--- src/hw/drc_pkg.sv ---
// Package: register map, field layout and codes of the tx irq / rx control bank
package drc_pkg;

  // Register offsets on the control port
  localparam logic [7:0] DRC_ADDR_TX_STATUS = 8'h0A;
  localparam logic [7:0] DRC_ADDR_TX_MASK   = 8'h0B;
  localparam logic [7:0] DRC_ADDR_TX_TRIG   = 8'h0C;
  localparam logic [7:0] DRC_ADDR_RX_CTRL1  = 8'h0D;
  localparam logic [7:0] DRC_ADDR_RX_CTRL2  = 8'h0E;
  localparam logic [7:0] DRC_ADDR_PLL_CFG1  = 8'h0F;

  // Reset values
  localparam logic [7:0] DRC_RST_TX_MASK  = 8'h00;
  localparam logic [7:0] DRC_RST_TX_TRIG  = 8'h00;
  localparam logic [7:0] DRC_RST_RX_CTRL1 = 8'h00;
  localparam logic [7:0] DRC_RST_RX_CTRL2 = 8'h00;
  localparam logic [7:0] DRC_RST_PLL_CFG1 = 8'h00;

  // Writable bits; all others are reserved and read as zero
  localparam logic [7:0] DRC_WMASK_TX_MASK  = 8'h03;
  localparam logic [7:0] DRC_WMASK_TX_TRIG  = 8'h0F;
  localparam logic [7:0] DRC_WMASK_RX_CTRL1 = 8'h1B;
  localparam logic [7:0] DRC_WMASK_RX_CTRL2 = 8'h1F;
  localparam logic [7:0] DRC_WMASK_PLL_CFG1 = 8'hFF;

  // Event index: status, mask and trigger fields share it
  localparam int DRC_EV_BUF_DONE = 0;
  localparam int DRC_EV_SLIP     = 1;
  localparam int DRC_NUM_EV      = 2;
  localparam int DRC_TRIG_W      = 2;

  // Receiver control 1 fields
  localparam int DRC_RXC1_INPUT_LSB = 0;
  localparam int DRC_RXC1_REF_BIT   = 3;
  localparam int DRC_RXC1_BTD_BIT   = 4;

  // Receiver control 2 fields
  localparam int DRC_RXC2_OE_BIT    = 0;
  localparam int DRC_RXC2_DIV_LSB   = 1;
  localparam int DRC_RXC2_MUTE_BIT  = 3;
  localparam int DRC_RXC2_FREE_BIT  = 4;

  // Decoder pll config 1 fields
  localparam int DRC_PLL_PREDIV_LSB = 4;
  localparam int DRC_PLL_MULTHI_LSB = 0;

  // Trigger mode codes
  localparam logic [1:0] DRC_TRIG_RISE  = 2'h0;
  localparam logic [1:0] DRC_TRIG_FALL  = 2'h1;
  localparam logic [1:0] DRC_TRIG_LEVEL = 2'h2;

  // Depth of the pin synchroniser
  localparam int DRC_SYNC_DEPTH = 3;

endpackage : drc_pkg

--- src/hw/drc_event_trigger.sv ---
// Edge / level trigger detector for one internal event condition
`timescale 1ns/10ps
module drc_event_trigger (
  input  wire logic       clk_sys,
  input  wire logic       rst_n,
  input  wire logic       ce,
  input  wire logic       cond,
  input  wire logic [1:0] mode,
  output logic            hit
);

  logic cond_q;  // Condition one enabled cycle ago

  // Previous condition, frozen with the clock enable
  always_ff @(posedge clk_sys or negedge rst_n) begin
    if (!rst_n) begin
      cond_q <= 1'b0;
    end else if (ce) begin
      cond_q <= cond;
    end
  end

  // One hit per transition in edge modes, every cycle the condition is high in level mode
  always_comb begin
    case (mode)
      drc_pkg::DRC_TRIG_RISE:  hit = cond & ~cond_q;
      drc_pkg::DRC_TRIG_FALL:  hit = ~cond & cond_q;
      drc_pkg::DRC_TRIG_LEVEL: hit = cond;
      // Reserved code never triggers
      default:                 hit = 1'b0;
    endcase
  end

endmodule : drc_event_trigger

--- src/hw/drc_ctrl_regs.sv ---
// Top: transmitter interrupt flags and receiver control register bank
`timescale 1ns/10ps
module drc_ctrl_regs (
  input  wire logic       clk_sys,
  input  wire logic       rst_n,
  input  wire logic       ce,
  input  wire logic [7:0] reg_addr,
  input  wire logic [7:0] reg_wdata,
  input  wire logic       reg_wr,
  input  wire logic       reg_rd,
  output logic      [7:0] reg_rdata,
  output logic            reg_rvalid,
  input  wire logic       tx_buffer_transfer_disable,
  input  wire logic       slip_source_select,
  input  wire logic       tx_transfer_done,
  input  wire logic       tx_async_slip,
  input  wire logic       tx_block_start,
  output logic            int_n,
  output logic            tx_summary,
  output logic      [1:0] receiver_input_select,
  output logic            receiver_reference_select,
  output logic            receiver_buffer_transfer_disable,
  output logic      [3:0] decoder_pll_prediv,
  output logic      [3:0] decoder_pll_mult_hi,
  input  wire logic       decoder_unlock,
  input  wire logic       recovery_pll_unlock,
  input  wire logic       recovery_pll_tick,
  input  wire logic       rx_audio_in,
  output logic            rx_audio_out,
  output logic            recovered_clock_out,
  output logic            recovered_clock_out_oe
);

  // Register storage
  logic [7:0] tx_mask;      // Interrupt mask
  logic [7:0] tx_trig;      // Trigger modes
  logic [7:0] rx_ctrl1;     // Receiver control 1
  logic [7:0] rx_ctrl2;     // Receiver control 2
  logic [7:0] pll_cfg1;     // Decoder pll config 1

  // Event path
  logic [1:0] ev_cond;      // Raw conditions per event
  logic [1:0] ev_hit;       // Detected triggers per event
  logic [1:0] ev_set;       // Qualified flag sets
  logic [1:0] flags;        // Sticky status flags
  logic [1:0] next_flags;   // Flags after this cycle
  logic       status_clr;   // Status read clears flags

  // Unlock synchronisers and filtered levels
  logic [2:0] dec_sync;     // Decoder unlock sync chain
  logic [2:0] pll_sync;     // Pll unlock sync chain
  logic       dec_lost;     // Filtered decoder unlock
  logic       pll_lost;     // Filtered recovery pll unlock

  // Recovered clock divider
  logic [2:0] div_cnt;      // Ticks since last toggle
  logic [3:0] div_span;     // Ticks per half period
  logic [2:0] div_limit;    // Last count before toggle
  logic       clk_run;      // Divider allowed to run

  // Field decodes
  logic [1:0] div_code;     // Divider select code
  logic       mute_en;      // Auto-mute enable
  logic       free_run;     // Free-run on unlock

  assign div_code = rx_ctrl2[drc_pkg::DRC_RXC2_DIV_LSB +: 2];
  assign mute_en  = rx_ctrl2[drc_pkg::DRC_RXC2_MUTE_BIT];
  assign free_run = rx_ctrl2[drc_pkg::DRC_RXC2_FREE_BIT];

  // Host register writes; reserved bits never store
  always_ff @(posedge clk_sys or negedge rst_n) begin
    if (!rst_n) begin
      tx_mask  <= drc_pkg::DRC_RST_TX_MASK;
      tx_trig  <= drc_pkg::DRC_RST_TX_TRIG;
      rx_ctrl1 <= drc_pkg::DRC_RST_RX_CTRL1;
      rx_ctrl2 <= drc_pkg::DRC_RST_RX_CTRL2;
      pll_cfg1 <= drc_pkg::DRC_RST_PLL_CFG1;
    end else if (ce && reg_wr) begin
      case (reg_addr)
        drc_pkg::DRC_ADDR_TX_MASK: begin
          tx_mask <= reg_wdata & drc_pkg::DRC_WMASK_TX_MASK;
        end
        drc_pkg::DRC_ADDR_TX_TRIG: begin
          tx_trig <= reg_wdata & drc_pkg::DRC_WMASK_TX_TRIG;
        end
        drc_pkg::DRC_ADDR_RX_CTRL1: begin
          rx_ctrl1 <= reg_wdata & drc_pkg::DRC_WMASK_RX_CTRL1;
        end
        drc_pkg::DRC_ADDR_RX_CTRL2: begin
          rx_ctrl2 <= reg_wdata & drc_pkg::DRC_WMASK_RX_CTRL2;
        end
        drc_pkg::DRC_ADDR_PLL_CFG1: begin
          pll_cfg1 <= reg_wdata & drc_pkg::DRC_WMASK_PLL_CFG1;
        end
        // Status is read-only; unmapped writes vanish
        default: begin
        end
      endcase
    end
  end

  // Registered read answer, one cycle after the strobe
  always_ff @(posedge clk_sys or negedge rst_n) begin
    if (!rst_n) begin
      reg_rdata  <= 8'h00;
      reg_rvalid <= 1'b0;
    end else if (ce) begin
      reg_rvalid <= reg_rd;
      if (reg_rd) begin
        case (reg_addr)
          drc_pkg::DRC_ADDR_TX_STATUS: reg_rdata <= {6'h00, flags};
          drc_pkg::DRC_ADDR_TX_MASK:   reg_rdata <= tx_mask;
          drc_pkg::DRC_ADDR_TX_TRIG:   reg_rdata <= tx_trig;
          drc_pkg::DRC_ADDR_RX_CTRL1:  reg_rdata <= rx_ctrl1;
          drc_pkg::DRC_ADDR_RX_CTRL2:  reg_rdata <= rx_ctrl2;
          drc_pkg::DRC_ADDR_PLL_CFG1:  reg_rdata <= pll_cfg1;
          // Unmapped offsets answer zero
          default:                     reg_rdata <= 8'h00;
        endcase
      end
    end
  end

  // Event conditions; slip source chosen by the select input
  assign ev_cond[drc_pkg::DRC_EV_BUF_DONE] = tx_transfer_done;
  assign ev_cond[drc_pkg::DRC_EV_SLIP] =
    slip_source_select ? tx_block_start : tx_async_slip;

  // One trigger detector per event, mode from its own field
  generate
    for (genvar g = 0; g < drc_pkg::DRC_NUM_EV; g++) begin : g_trig
      drc_event_trigger u_trig (
        .clk_sys (clk_sys),
        .rst_n   (rst_n),
        .ce      (ce),
        .cond    (ev_cond[g]),
        .mode    (tx_trig[g*drc_pkg::DRC_TRIG_W +: drc_pkg::DRC_TRIG_W]),
        .hit     (ev_hit[g])
      );
    end
  endgenerate

  // Qualify triggers with masks; transfer disable suppresses buffer done
  assign ev_set[drc_pkg::DRC_EV_BUF_DONE] =
    ev_hit[drc_pkg::DRC_EV_BUF_DONE]
    & ~tx_buffer_transfer_disable
    & tx_mask[drc_pkg::DRC_EV_BUF_DONE];
  assign ev_set[drc_pkg::DRC_EV_SLIP] =
    ev_hit[drc_pkg::DRC_EV_SLIP]
    & tx_mask[drc_pkg::DRC_EV_SLIP];

  // Reading status clears it; a set in the same cycle wins
  assign status_clr = reg_rd && (reg_addr == drc_pkg::DRC_ADDR_TX_STATUS);
  assign next_flags = ev_set | (flags & ~{2{status_clr}});

  // Sticky flags and the derived interrupt outputs
  always_ff @(posedge clk_sys or negedge rst_n) begin
    if (!rst_n) begin
      flags      <= 2'h0;
      int_n      <= 1'b1;
      tx_summary <= 1'b0;
    end else if (ce) begin
      flags      <= next_flags;
      int_n      <= ~(|next_flags);
      tx_summary <= |next_flags;
    end
  end

  // Receiver control fields out as plain flops
  always_ff @(posedge clk_sys or negedge rst_n) begin
    if (!rst_n) begin
      receiver_input_select            <= 2'h0;
      receiver_reference_select        <= 1'b0;
      receiver_buffer_transfer_disable <= 1'b0;
      decoder_pll_prediv               <= 4'h0;
      decoder_pll_mult_hi              <= 4'h0;
      recovered_clock_out_oe           <= 1'b0;
    end else if (ce) begin
      receiver_input_select <=
        rx_ctrl1[drc_pkg::DRC_RXC1_INPUT_LSB +: 2];
      receiver_reference_select <=
        rx_ctrl1[drc_pkg::DRC_RXC1_REF_BIT];
      receiver_buffer_transfer_disable <=
        rx_ctrl1[drc_pkg::DRC_RXC1_BTD_BIT];
      // Pll fields pass through raw; legal ranges are the host's job
      decoder_pll_prediv <=
        pll_cfg1[drc_pkg::DRC_PLL_PREDIV_LSB +: 4];
      decoder_pll_mult_hi <=
        pll_cfg1[drc_pkg::DRC_PLL_MULTHI_LSB +: 4];
      recovered_clock_out_oe <=
        rx_ctrl2[drc_pkg::DRC_RXC2_OE_BIT];
    end
  end

  // Lock indications come from analog domains: three-flop chain
  always_ff @(posedge clk_sys or negedge rst_n) begin
    if (!rst_n) begin
      dec_sync <= 3'h0;
      pll_sync <= 3'h0;
    end else if (ce) begin
      dec_sync <= {dec_sync[1:0], decoder_unlock};
      pll_sync <= {pll_sync[1:0], recovery_pll_unlock};
    end
  end

  // Accept a new level only when stages two and three agree
  always_ff @(posedge clk_sys or negedge rst_n) begin
    if (!rst_n) begin
      dec_lost <= 1'b0;
      pll_lost <= 1'b0;
    end else if (ce) begin
      if (dec_sync[1] == dec_sync[2]) begin
        dec_lost <= dec_sync[2];
      end
      if (pll_sync[1] == pll_sync[2]) begin
        pll_lost <= pll_sync[2];
      end
    end
  end

  // Auto-mute needs both decoder and pll to report unlock
  always_ff @(posedge clk_sys or negedge rst_n) begin
    if (!rst_n) begin
      rx_audio_out <= 1'b0;
    end else if (ce) begin
      if (mute_en && dec_lost && pll_lost) begin
        rx_audio_out <= 1'b0;
      end else begin
        rx_audio_out <= rx_audio_in;
      end
    end
  end

  // Divider: each pll tick is a half period of the undivided clock
  assign div_span  = 4'h1 << div_code;
  assign div_limit = 3'(div_span - 4'h1);
  assign clk_run   = ~pll_lost | free_run;

  // Recovered clock; stopped low at once on pll unlock unless free-run is set, so a high phase in progress is cut short
  always_ff @(posedge clk_sys or negedge rst_n) begin
    if (!rst_n) begin
      div_cnt             <= 3'h0;
      recovered_clock_out <= 1'b0;
    end else if (ce) begin
      if (!clk_run) begin
        div_cnt             <= 3'h0;
        recovered_clock_out <= 1'b0;
      end else if (recovery_pll_tick) begin
        if (div_cnt >= div_limit) begin
          div_cnt             <= 3'h0;
          recovered_clock_out <= ~recovered_clock_out;
        end else begin
          div_cnt <= div_cnt + 3'h1;
        end
      end
    end
  end

  // Checks next to the logic they guard
  a_buf_done_set: assert property (
    @(posedge clk_sys) disable iff (!rst_n)
    ce && ev_hit[0] && !tx_buffer_transfer_disable && tx_mask[0]
      |=> flags[0])
    else $error("buffer done event lost");
  a_buf_done_block: assert property (
    @(posedge clk_sys) disable iff (!rst_n)
    ce && !flags[0] && (tx_buffer_transfer_disable || !tx_mask[0])
      |=> !flags[0])
    else $error("buffer done set while disabled or masked");
  a_int_on_done: assert property (
    @(posedge clk_sys) disable iff (!rst_n)
    ce && ev_set[0] |=> !int_n && tx_summary)
    else $error("interrupt not raised for buffer done");
  a_slip_set: assert property (
    @(posedge clk_sys) disable iff (!rst_n)
    ce && ev_hit[1] && tx_mask[1] |=> flags[1] && !int_n)
    else $error("slip event lost");
  a_slip_source: assert property (
    @(posedge clk_sys) disable iff (!rst_n)
    ce && tx_mask[1] && tx_trig[3:2] == drc_pkg::DRC_TRIG_LEVEL
      && slip_source_select && tx_block_start |=> flags[1])
    else $error("block start did not set slip");
  a_int_matches: assert property (
    @(posedge clk_sys) disable iff (!rst_n)
    int_n == !(|flags) && tx_summary == (|flags))
    else $error("interrupt outputs disagree with flags");
  a_rise_once: assert property (
    @(posedge clk_sys) disable iff (!rst_n)
    ce && tx_trig[1:0] == drc_pkg::DRC_TRIG_RISE && ev_hit[0]
      ##1 ce && tx_trig[1:0] == drc_pkg::DRC_TRIG_RISE |-> !ev_hit[0])
    else $error("rising trigger fired twice");
  a_status_zero: assert property (
    @(posedge clk_sys) disable iff (!rst_n)
    ce && reg_rd && reg_addr == drc_pkg::DRC_ADDR_TX_STATUS
      |=> reg_rvalid && reg_rdata[7:2] == 6'h00
          && reg_rdata[1:0] == $past(flags))
    else $error("status read answer wrong");
  a_oe_follow: assert property (
    @(posedge clk_sys) disable iff (!rst_n)
    ce |=> recovered_clock_out_oe == $past(rx_ctrl2[0]))
    else $error("recovered clock enable wrong");
  a_mute_data: assert property (
    @(posedge clk_sys) disable iff (!rst_n)
    ce && mute_en && dec_lost && pll_lost |=> !rx_audio_out)
    else $error("audio not muted on unlock");
  a_clock_stop: assert property (
    @(posedge clk_sys) disable iff (!rst_n)
    ce && pll_lost && !free_run
      |=> !recovered_clock_out && div_cnt == 3'h0)
    else $error("recovered clock ran while unlocked");

  c_buf_done_irq: cover property (
    @(posedge clk_sys) disable iff (!rst_n) ce && ev_set[0] ##1 !int_n);
  c_slip_block: cover property (
    @(posedge clk_sys) disable iff (!rst_n)
    ce && ev_set[1] && slip_source_select);
  c_set_on_clear: cover property (
    @(posedge clk_sys) disable iff (!rst_n)
    ce && status_clr && |ev_set);
  c_div_eight: cover property (
    @(posedge clk_sys) disable iff (!rst_n)
    div_code == 2'h3 && recovered_clock_out);

endmodule : drc_ctrl_regs

--- config.mk ---
export PLATFORM = sky130hd
export DESIGN_NAME = drc_ctrl_regs
export DESIGN_NICKNAME = d
export VERILOG_FILES = /design/src/hw/drc_pkg.sv /design/src/hw/drc_event_trigger.sv /design/src/hw/drc_ctrl_regs.sv
export SDC_FILE = /design/constraint.sdc
export NUM_CORES = 1
export LEC_CHECK = 0
export BUFFER_PORTS_ARGS = -buffer_cell sky130_fd_sc_hd__buf_2
export CAP_MARGIN = 15
export CORE_MARGIN = 1.5
export CORE_UTILIZATION = 49
export DETAILED_ROUTE_END_ITERATION = 10
export PLACE_DENSITY = 0.8
export SETUP_SLACK_MARGIN = 0.15
export SLEW_MARGIN = 5
export SYNTH_ARGS = -nofsm -noshare
export SYNTH_HDL_FRONTEND = slang
export SYNTH_SLANG_ARGS = --single-unit
--- constraint.sdc ---
create_clock -name clk_sys -period 1.99 [get_ports clk_sys]
set_input_delay 0.0995 -clock clk_sys [delete_from_list [all_inputs] [get_ports clk_sys]]
set_output_delay 0.0995 -clock clk_sys [all_outputs]
set_load 0.01 [all_outputs]
==> flow_summary.ini, run 1 <==
[route]
routed_via_density = 5.395
dr.first_iter.drc_count = 138
vias = 2077
wl_per_cell_microns = 15.13
detail-route-antenna-nets = 0
drc = 0
routed_wl_microns = 5824
drt_pre_antenna_iters = 4

[synthesis]
syn_inst = 237
synth_area_leader_cell = dfrtp_1
synth_flop_cell = dfrtp_1
async_reset_ff_share_pct = 100.0
ys.warnings.count = 0
synth_top_area_share_pct = 54.55
synth_edf_count = 0
yosys-top-cells-area = dfrtp_1, mux2_2, o21ai_0
yosysMostFrequentCell = dfrtp_1
synth_area_per_cell_sq_um = 12.20
synthTopCellsByCount = dfrtp_1, mux2_2, nand2_1, o21ai_0, nor2_1
yosysUniqueCellTypes = 40
syn_area_sq_mm = 0.002890
ys_seq_area_share_pct = 55.45
synth-seq-cells = 64
synth.net_count = 271

[worst_setup_path]
regToRegEndpoint = recovered_clock_out$_DFFE_PN0P_
critPathMaxFanout = 5
worst-path-buf-inv = 0
cp_num_cells = 7
reg2reg_depth = 7
crit_start = rx_ctrl2[1]$_DFFE_PN0P_
path_delay_family = simple AND/OR/NAND/NOR gates
path_cells = or2_4 -> ha_4 -> nand2b_4 -> a21o_1 -> a211o_1 -> nand2_1 -> mux2_4
worst_ep_arrival_time_ns = 2.16
cp_slowest_cell = dfrtp_1
end_kind = flip-flop
regToRegStartpoint = rx_ctrl2[1]$_DFFE_PN0P_
startpoint_type = flip-flop
critical_path.max_stage_delay_ns = 0.38
crit_end = recovered_clock_out$_DFFE_PN0P_
critPathKind = reg -> reg
worstPathRequired_ns = 2.22
r2r_slack_ns = 0.06

[global_route]
track_usage_pct = 20.34
grt_pass1_vias = 1995
grt_pass1_wl_microns = 9542
grt_max_degree = 65
grt-ovfl-total = 0
antenna_found_initial = 0

[die]
start_util_pct = 51.54
fp.coreArea_sq_mm = 0.005608
die_height_microns = 79.80
die_area_sq_mm = 0.006368
num_rows = 27
ios = 56
dieWidth_microns = 79.80

[cells_and_area]
stdcell_count = 385
area_growth_syn_to_layout_pct = 22.55
multi_input_area_sq_mm = 0.001256
seqCellArea_sq_mm = 0.001603
stdcell_area_sq_mm = 0.003542
nets = 342
num_antenna_cells = 0
fin_util_pct = 63.16
drive_gt1_share_pct = 41.85
nFillCells = 468

[placement]
dpl_cell_area_sq_mm = 0.003316
io_buffers = 55
dp.cells = 363
gp_congestion = 0.8157
detailed_place_hpwl_microns = 4123

[hold_path]
worstHoldPathType = in -> reg
hold_depth = 2
worstHoldStart = tx_transfer_done

[timing]
min_period_over_period_pct = 96.96
slew_violations = 0
rsz0062_at_grt = yes
slew_headroom_pct = 63.21
post-route-min-period_ns = 1.930
fin_skew_ns = 0.008818
fmax_ghz = 0.5183
worstMarginPinSlew_ns = 0.5468
setup_violations = 0
hold_viol = 0
fin_setup_tns_ns = 0

[clock_tree]
numCtsBuffers = 9
cts-root-buf = clkbuf_8
clockBufferDepth = 2
insertion_delay_ns = 0.34
path_clk_slew_ns = 0.07
clock_sinks = 64
cts_tree = built
htree_num_levels = 3
post_cts_buffers = 0

[pwr]
leakage_nw = 1.757
ir_drop_uv = 529.9
power_density_mw_per_mm2 = 770.9

[run_status]
outcome = finished clean

[run]
cap_viol_max_count = 0
area by class of cell:
cell class | instances | area share [%]
clock buffers | 13 | 4.203
clock inverters | 3 | 0.4945
inverters | 7 | 0.7418
multi-input cells | 158 | 35.46
flip-flops and latches | 64 | 45.25
well taps | 72 | 2.543
repair buffers | 68 | 11.30
worst min path at each step:
stage                                                 to  slack (ns)
floorplan                           dec_lost$_DFFE_PN0P_       -0.20
global placement    receiver_input_select[0]$_DFFE_PN0P_        0.14
detailed placement  receiver_input_select[0]$_DFFE_PN0P_        0.14
CTS                  g_trig[0].u_trig.cond_q$_DFFE_PN0P_       0.005
global route         g_trig[0].u_trig.cond_q$_DFFE_PN0P_       0.004
finish               g_trig[0].u_trig.cond_q$_DFFE_PN0P_        0.02
where the power goes:
part	internal (W)	switching, W	total, W
Sequential	0.00138	0.0000530	0.00144
Combinational	0.000155	0.000172	0.000327
Clock	0.000483	0.000485	0.000967
state kept, by name (all words and copies together), names as in the netlist, 4 cells and up:
register,cells
pll_cfg1,8
reg_rdata,8
rx_ctrl2,5
decoder_pll_mult_hi,4
decoder_pll_prediv,4
rx_ctrl1,4
tx_trig,4
layer usage:
| layer | part of all wire [%] | vias to the layer above | routed length (microns) | track usage, % |
|---|---|---|---|---|
| li1 | - | 995 | - | - |
| met5 | 0 | - | 0 | 0 |
| met4 | 2.0 | 0 | 114 | 8.103 |
| met1 | 45 | 1016 | 2640 | 27.29 |
| met2 | 48 | 56 | 2769 | 30.25 |
| met3 | 5.1 | 10 | 299 | 6.971 |
cell usage in the layout, fill, tap and decap left out, types with 5 or more instances in the layout:
cell type	Yosys	final
buf_4	0	6
o21ai_0	19	18
mux2_2	44	43
dfrtp_1	63	63
a21oi_1	7	7
nor2_1	10	10
mux2i_1	5	5
clkbuf_8	0	10
nand2_1	24	24
dlygate4sd3_1	0	6
inv_1	7	7
buf_2	1	55
nor2b_1	5	5
metrics by stage:
stage | total power (W) | hold slack, ns | setup slack, ns
after floorplan | 0.001637 | -0.1961 | 0.1098
after global placement | 0.001766 | 0.1375 | 0.1122
after detailed placement | 0.001782 | 0.1374 | 0.03308
after CTS | 0.002758 | 0.004772 | 0.05949
after global routing | 0.002875 | 0.004159 | 0.002093
final | 0.002731 | 0.01624 | 0.06048
timing repair:
action / CTS / global route
endpoints found under the setup margin: 2 / 3
hold buffers: 6 / 0
hold endpoints to repair: 68 / 0
gates resized for setup: 1 / 0
cells by family (layout without fill, tap and decap cells):
| group | count (synthesis) | after routing | synth area share [%] |
|---|---|---|---|
| flip-flops | 64 | 64 | 55.45 |
| buffers and inverters | 15 | 91 | 1.992 |
| AO/OA/AOI/OAI | 42 | 42 | 8.961 |
| multiplexers | 50 | 50 | 19.65 |
| adder cells (fa/ha/maj) | 4 | 4 | 1.732 |
| AND/OR/NAND/NOR | 62 | 62 | 12.21 |
No activity file was read; power rests on OpenSTA's default activity.
==> run 2: changes to the inputs <==
- CORE_MARGIN: 1.5 -> unset
- SLEW_MARGIN: 5 -> unset
==> run 2 against run 1 <==
Critical path depth is 1 higher. Sequential power about the same. Utilization rose by 1.4 points. Final cell count did not move. Total power grew 14%. Design area is 2.2% higher. Die area is 2.5% lower. Worst hold slack worse by 0.011 ns. Critical endpoint is now div_cnt[2]$_DFFE_PN0P_. Via count rose by 2.1%. Wire length rose by 2.1%. Largest cell class unchanged. Critical path type unchanged. Clock power is 39% higher.
==> flow_summary.ini, run 2 (same netlist as run 1, synthesis figures left out) <==
[pwr]
p_sw_w = 0.0007044
seqPwrFrac_pct = 46.3
finalPower_w = 0.003103
leakage_nw = 1.795
swShare_pct = 22.70
power_frac_comb_pct = 10.6
ir_drop_uv = 550.4
power_density_mw_per_mm2 = 857.7
internal_power_w = 0.002399
power_frac_clock_pct = 43.1

[placement]
gp_congestion = 0.7984
detailed_place_hpwl_microns = 4127
io_buffers = 55
dp.cells = 363

[route]
detail-route-antenna-nets = 0
routed_wl_microns = 5945
vias = 2120
drc = 0
drt_pre_antenna_iters = 4
routed_via_density = 5.506
dr.first_iter.drc_count = 97
wl_per_cell_microns = 15.44

[worst_setup_path]
critPathKind = reg -> reg
worst-path-buf-inv = 1
startpoint_type = flip-flop
path_cells = or2_4 -> ha_4 -> nand2b_4 -> a21o_1 -> a211o_1 -> buf_4 -> o21ai_0 -> o2bb2ai_1
cp_slowest_cell = dfrtp_1
critPathMaxFanout = 3
end_kind = flip-flop
worst_ep_arrival_time_ns = 2.17
path_delay_family = compound AO/OA/AOI/OAI gates
worstPathRequired_ns = 2.26
critical_path.max_stage_delay_ns = 0.38

[run_status]
outcome = finished clean

[timing]
fmax_ghz = 0.5263
slew_headroom_pct = 65.77
hold_viol = 0
worstMarginPinSlew_ns = 0.5122
fin_skew_ns = 0.01150
fin_setup_tns_ns = 0
post-route-min-period_ns = 1.900
rsz0062_at_grt = yes
slew_violations = 0
min_period_over_period_pct = 95.48
setup_violations = 0

[cells_and_area]
mostFrequentLayoutCells = dfrtp_1, buf_2, mux2_2
fin_util_pct = 64.52
num_antenna_cells = 0
drive_gt1_share_pct = 42.17
final_common_cell = dfrtp_1
nFillCells = 464
reg_top3 = pll_cfg1 (8), reg_rdata (8), rx_ctrl2 (5)
stdcell_count = 385
nets = 343
area_growth_syn_to_layout_pct = 25.19

[clock_tree]
path_clk_slew_ns = 0.07
htree_num_levels = 3
clock_sinks = 64
numCtsBuffers = 9
cts_tree = built
insertion_delay_ns = 0.35
clockBufferDepth = 2
cts-root-buf = clkbuf_8

[global_route]
grt-ovfl-total = 0
grt_max_degree = 56
antenna_found_initial = 0
track_usage_pct = 20.91
grt_pass1_vias = 2041
grt_pass1_wl_microns = 9556

[die]
num_rows = 27
start_util_pct = 51.54
ios = 56
die_height_microns = 78.80
die_area_sq_mm = 0.006209
dieWidth_microns = 78.80
fp.coreArea_sq_mm = 0.005608

[run]
cap_viol_max_count = 0

[hold_path]
worstHoldPathType = in -> reg
run 2: cell types whose count changed in the layout (fill, tap and decap cells not counted):
cell        delta
bufinv_16      +3
buf_4          +1
clkinvlp_4     -1
clkinv_2       -2
clkbuf_1       -1
run 2: routing by layer:
metal | global-route usage [%] | vias up | wire length (microns)
li1 | - | 997 | -
met1 | 26.10 | 1061 | 2702
met2 | 32.96 | 48 | 2868
met3 | 4.598 | 14 | 220
met4 | 13.15 | 0 | 154
met5 | 0 | - | 0
run 2: layout make-up:
class	instances	area, sq um	area share, %
multi-input combinational	158	1256	34.72
tap	72	90.09	2.490
clock inverter	3	90.09	2.490
inverter	7	26.28	0.7261
sequential	64	1603	44.29
clock buffer	12	145.1	4.011
timing repair buffer	69	407.9	11.27
run 2: worst paths after layout:
check / start / depth (start not counted) / to / slack, ns
setup / recovery: rx_ctrl2[1]$_DFFE_PN0P_ / 8 / div_cnt[2]$_DFFE_PN0P_ / 0.09
hold / removal: reg_wdata[7] / 2 / pll_cfg1[7]$_DFFE_PN0P_ / 0.005
setup reg to reg: rx_ctrl2[1]$_DFFE_PN0P_ / 8 / div_cnt[2]$_DFFE_PN0P_ / 0.09
hold reg to reg: reg_rdata[3]$_DFFE_PN0P_ / 2 / reg_rdata[3]$_DFFE_PN0P_ / 0.47
max in group asynchronous: rst_n / 3 / int_n$_DFFE_PN1P_ / 1.20
min in group asynchronous: rst_n / 2 / receiver_buffer_transfer_disable$_DFFE_PN0P_ / 0.16
run 2: metrics by stage:
step | hold slack, ns | setup WS (ns) | instance area (sq um)
after floorplan | -0.1961 | 0.1098 | 2917
after global placement | -0.02033 | 0.1125 | 3316
after detailed placement | -0.01422 | 0.02833 | 3316
after CTS | 0.003037 | 0.07375 | 3611
after global routing | 0.0003752 | 0.04119 | 3618
final | 0.005359 | 0.08995 | 3618
run 2: repair_timing:
item	in CTS	in global routing
setup buffers	0	1
setup endpoints to repair	2	2
hold endpoints to repair	68	0
cloned	0	0
resized for setup	1	0
hold buffers	6	0
run 2: power by group through the flow:
| stage | Sequential [W] | Clock, W | Combinational (W) |
|---|---|---|---|
| 6_report | 0.00144 | 0.00134 | 0.000328 |
| 3_3_place_gp | 0.00146 | 0 | 0.000310 |
| 3_5_place_dp | 0.00146 | 0 | 0.000321 |
| 2_1_floorplan | 0.00146 | 0 | 0.000177 |
| 4_1_cts | 0.00144 | 0.00137 | 0.000330 |
| 5_1_grt | 0.00145 | 0.00142 | 0.000363 |
==> run 3: changes to the inputs <==
- CORE_UTILIZATION: 49 -> 51
- CTS_BUF_LIST: unset -> sky130_fd_sc_hd__clkbuf_4
- PLACE_DENSITY: 0.8 -> 0.82
==> run 3 against run 2 <==
Total power shrank 13%. Sequential share of layout area rose by 0.37 points. Die area fell by 3.8%. Worst hold slack improved by 0.021 ns. Maximum frequency fell by 1.3%. Clock skew fell by 0.00078 ns. Combinational power increased by 2%. Sequential cell count unchanged. Global-route usage is 1.1 points higher. Wire length down 1.5%. Sequential power barely moved. Highest routed layer unchanged.
==> flow_summary.ini, run 3 (same netlist as run 1, synthesis figures left out) <==
[route]
vias = 2133
wl_per_cell_microns = 14.94
routed_via_density = 5.441
routed_wl_microns = 5857
dr.first_iter.drc_count = 111
detail-route-antenna-nets = 0
drc = 0
drt_pre_antenna_iters = 4

[clock_tree]
clockBufferDepth = 2
insertion_delay_ns = 0.39
cts-root-buf = clkbuf_4
post_cts_buffers = 0
cts_tree = built
clock_sinks = 64
path_clk_slew_ns = 0.10
htree_num_levels = 3
numCtsBuffers = 9

[die]
die_height_microns = 77.28
dieWidth_microns = 77.28
start_util_pct = 52.81
die_area_sq_mm = 0.005972
ios = 56
num_rows = 27
fp.coreArea_sq_mm = 0.005473

[global_route]
grt_max_degree = 26
grt_pass1_vias = 2078
busiest_layer = met2
grt_pass1_wl_microns = 9873
grt-ovfl-total = 0
antenna_found_initial = 0
use_met2_pct = 33.10
grtUsageMet3_pct = 5.238
use_met1_pct = 28.72
track_usage_pct = 22.02

[pwr]
leakage_nw = 1.785
power_density_mw_per_mm2 = 756.3
ir_drop_uv = 552.5

[timing]
setup_violations = 0
rsz0062_at_grt = yes
fin_skew_ns = 0.01072
slew_headroom_pct = 62.02
fmax_ghz = 0.5192
hold_viol = 0
post-route-min-period_ns = 1.926
slew_violations = 0
worstMarginPinSlew_ns = 0.5698
min_period_over_period_pct = 96.78

[cells_and_area]
final_common_cell = dfrtp_1
stdcell_count = 392
fin_util_pct = 65.57
drive_gt1_share_pct = 41.25
mostFrequentLayoutCells = dfrtp_1, buf_2, mux2_2
stdcell_area_sq_mm = 0.003588
area_growth_syn_to_layout_pct = 24.16
reg_top3 = pll_cfg1 (8), reg_rdata (8), rx_ctrl2 (5)
num_antenna_cells = 0
nets = 350

[worst_setup_path]
worstPathRequired_ns = 2.27
worst-path-buf-inv = 0
end_kind = flip-flop
crit_start = rx_ctrl2[1]$_DFFE_PN0P_
critical_path.max_stage_delay_ns = 0.39
cp_slowest_cell = dfrtp_1
worst_ep_arrival_time_ns = 2.21
critPathKind = reg -> reg
regToRegStartpoint = rx_ctrl2[1]$_DFFE_PN0P_
path_delay_family = simple AND/OR/NAND/NOR gates
path_cells = or2_4 -> ha_4 -> nand2b_4 -> a21o_1 -> a211o_1 -> nand2_1 -> mux2_4
startpoint_type = flip-flop
critPathMaxFanout = 5

[hold_path]
worstHoldStart = reg_wdata[1]
worstHoldPathType = in -> reg

[placement]
gp_congestion = 0.8194
io_buffers = 55
detailed_place_hpwl_microns = 4164
dp.cells = 364
dpl_cell_area_sq_mm = 0.003311

[run_status]
outcome = finished clean

[run]
cap_viol_max_count = 0
-- run 3: cell types whose count changed in the layout (fill, tap and decap cells not counted), moves of 2 or more --
| cell | change |
|---|---|
| clkinv_1 | +2 |
| dlygate4sd3_1 | +7 |
| clkbuf_1 | -2 |
| clkbuf_4 | +10 |
| clkbuf_8 | -10 |
-- run 3: worst paths after layout --
| kind | to | depth (start not counted) | slack [ns] |
|---|---|---|---|
| max | recovered_clock_out$_DFFE_PN0P_ | 7 | 0.06 |
| max reg2reg | recovered_clock_out$_DFFE_PN0P_ | 7 | 0.06 |
| min | tx_trig[1]$_DFFE_PN0P_ | 2 | 0.03 |
| min reg2reg | reg_rdata[7]$_DFFE_PN0P_ | 2 | 0.48 |
| max in group asynchronous | decoder_pll_mult_hi[0]$_DFFE_PN0P_ | 3 | 1.07 |
| min in group asynchronous | receiver_buffer_transfer_disable$_DFFE_PN0P_ | 2 | 0.22 |
-- run 3: layout make-up --
type	count	area, sq um
Timing Repair Buffer	76	465.4
Tap cell	72	90.09
Sequential cell	64	1603
Clock inverter	5	72.57
Fill cell	442	1884
Inverter	7	26.28
Clock buffer	10	75.07
Multi-Input combinational cell	158	1256
-- run 3: metal layers --
layer	vias to the layer above	wire length (microns)
met3	17	304
met1	1026	2646
met5	-	0
li1	1021	-
met2	69	2741
met4	0	164
-- run 3: power by group --
part	switching, W	total [W]	internal (W)
Combinational	0.000173	0.000336	0.000162
Sequential	0.0000531	0.00143	0.00138
Clock	0.000437	0.000944	0.000508
Total	0.000663	0.00271	0.00205
-- run 3: timing repair --
item	in CTS	in global routing
hold endpoints to repair	44	0
endpoints found under the setup margin	2	3
gates resized for setup	1	0
hold buffers	13	0
-- run 3: stage by stage --
stage / setup TNS (ns) / total power, W / hold slack (ns) / setup WS, ns
2_1_floorplan: 0 / 0.001637 / -0.1961 / 0.1098
3_3_place_gp: 0 / 0.001764 / 0.1207 / 0.1124
3_5_place_dp: 0 / 0.001778 / 0.1293 / 0.02752
4_1_cts: 0 / 0.002745 / 0.01187 / 0.06431
5_1_grt: -0.02660 / 0.002841 / 0.006827 / -0.02660
6_report: 0 / 0.002714 / 0.02588 / 0.06409
-- run 3: worst reg2reg max path, cell delays in order (launching register included) --
cell	delay, ns
dfrtp_1	0.39
or2_4	0.26
ha_4	0.21
nand2b_4	0.12
a21o_1	0.14
a211o_1	0.30
nand2_1	0.11
mux2_4	0.29
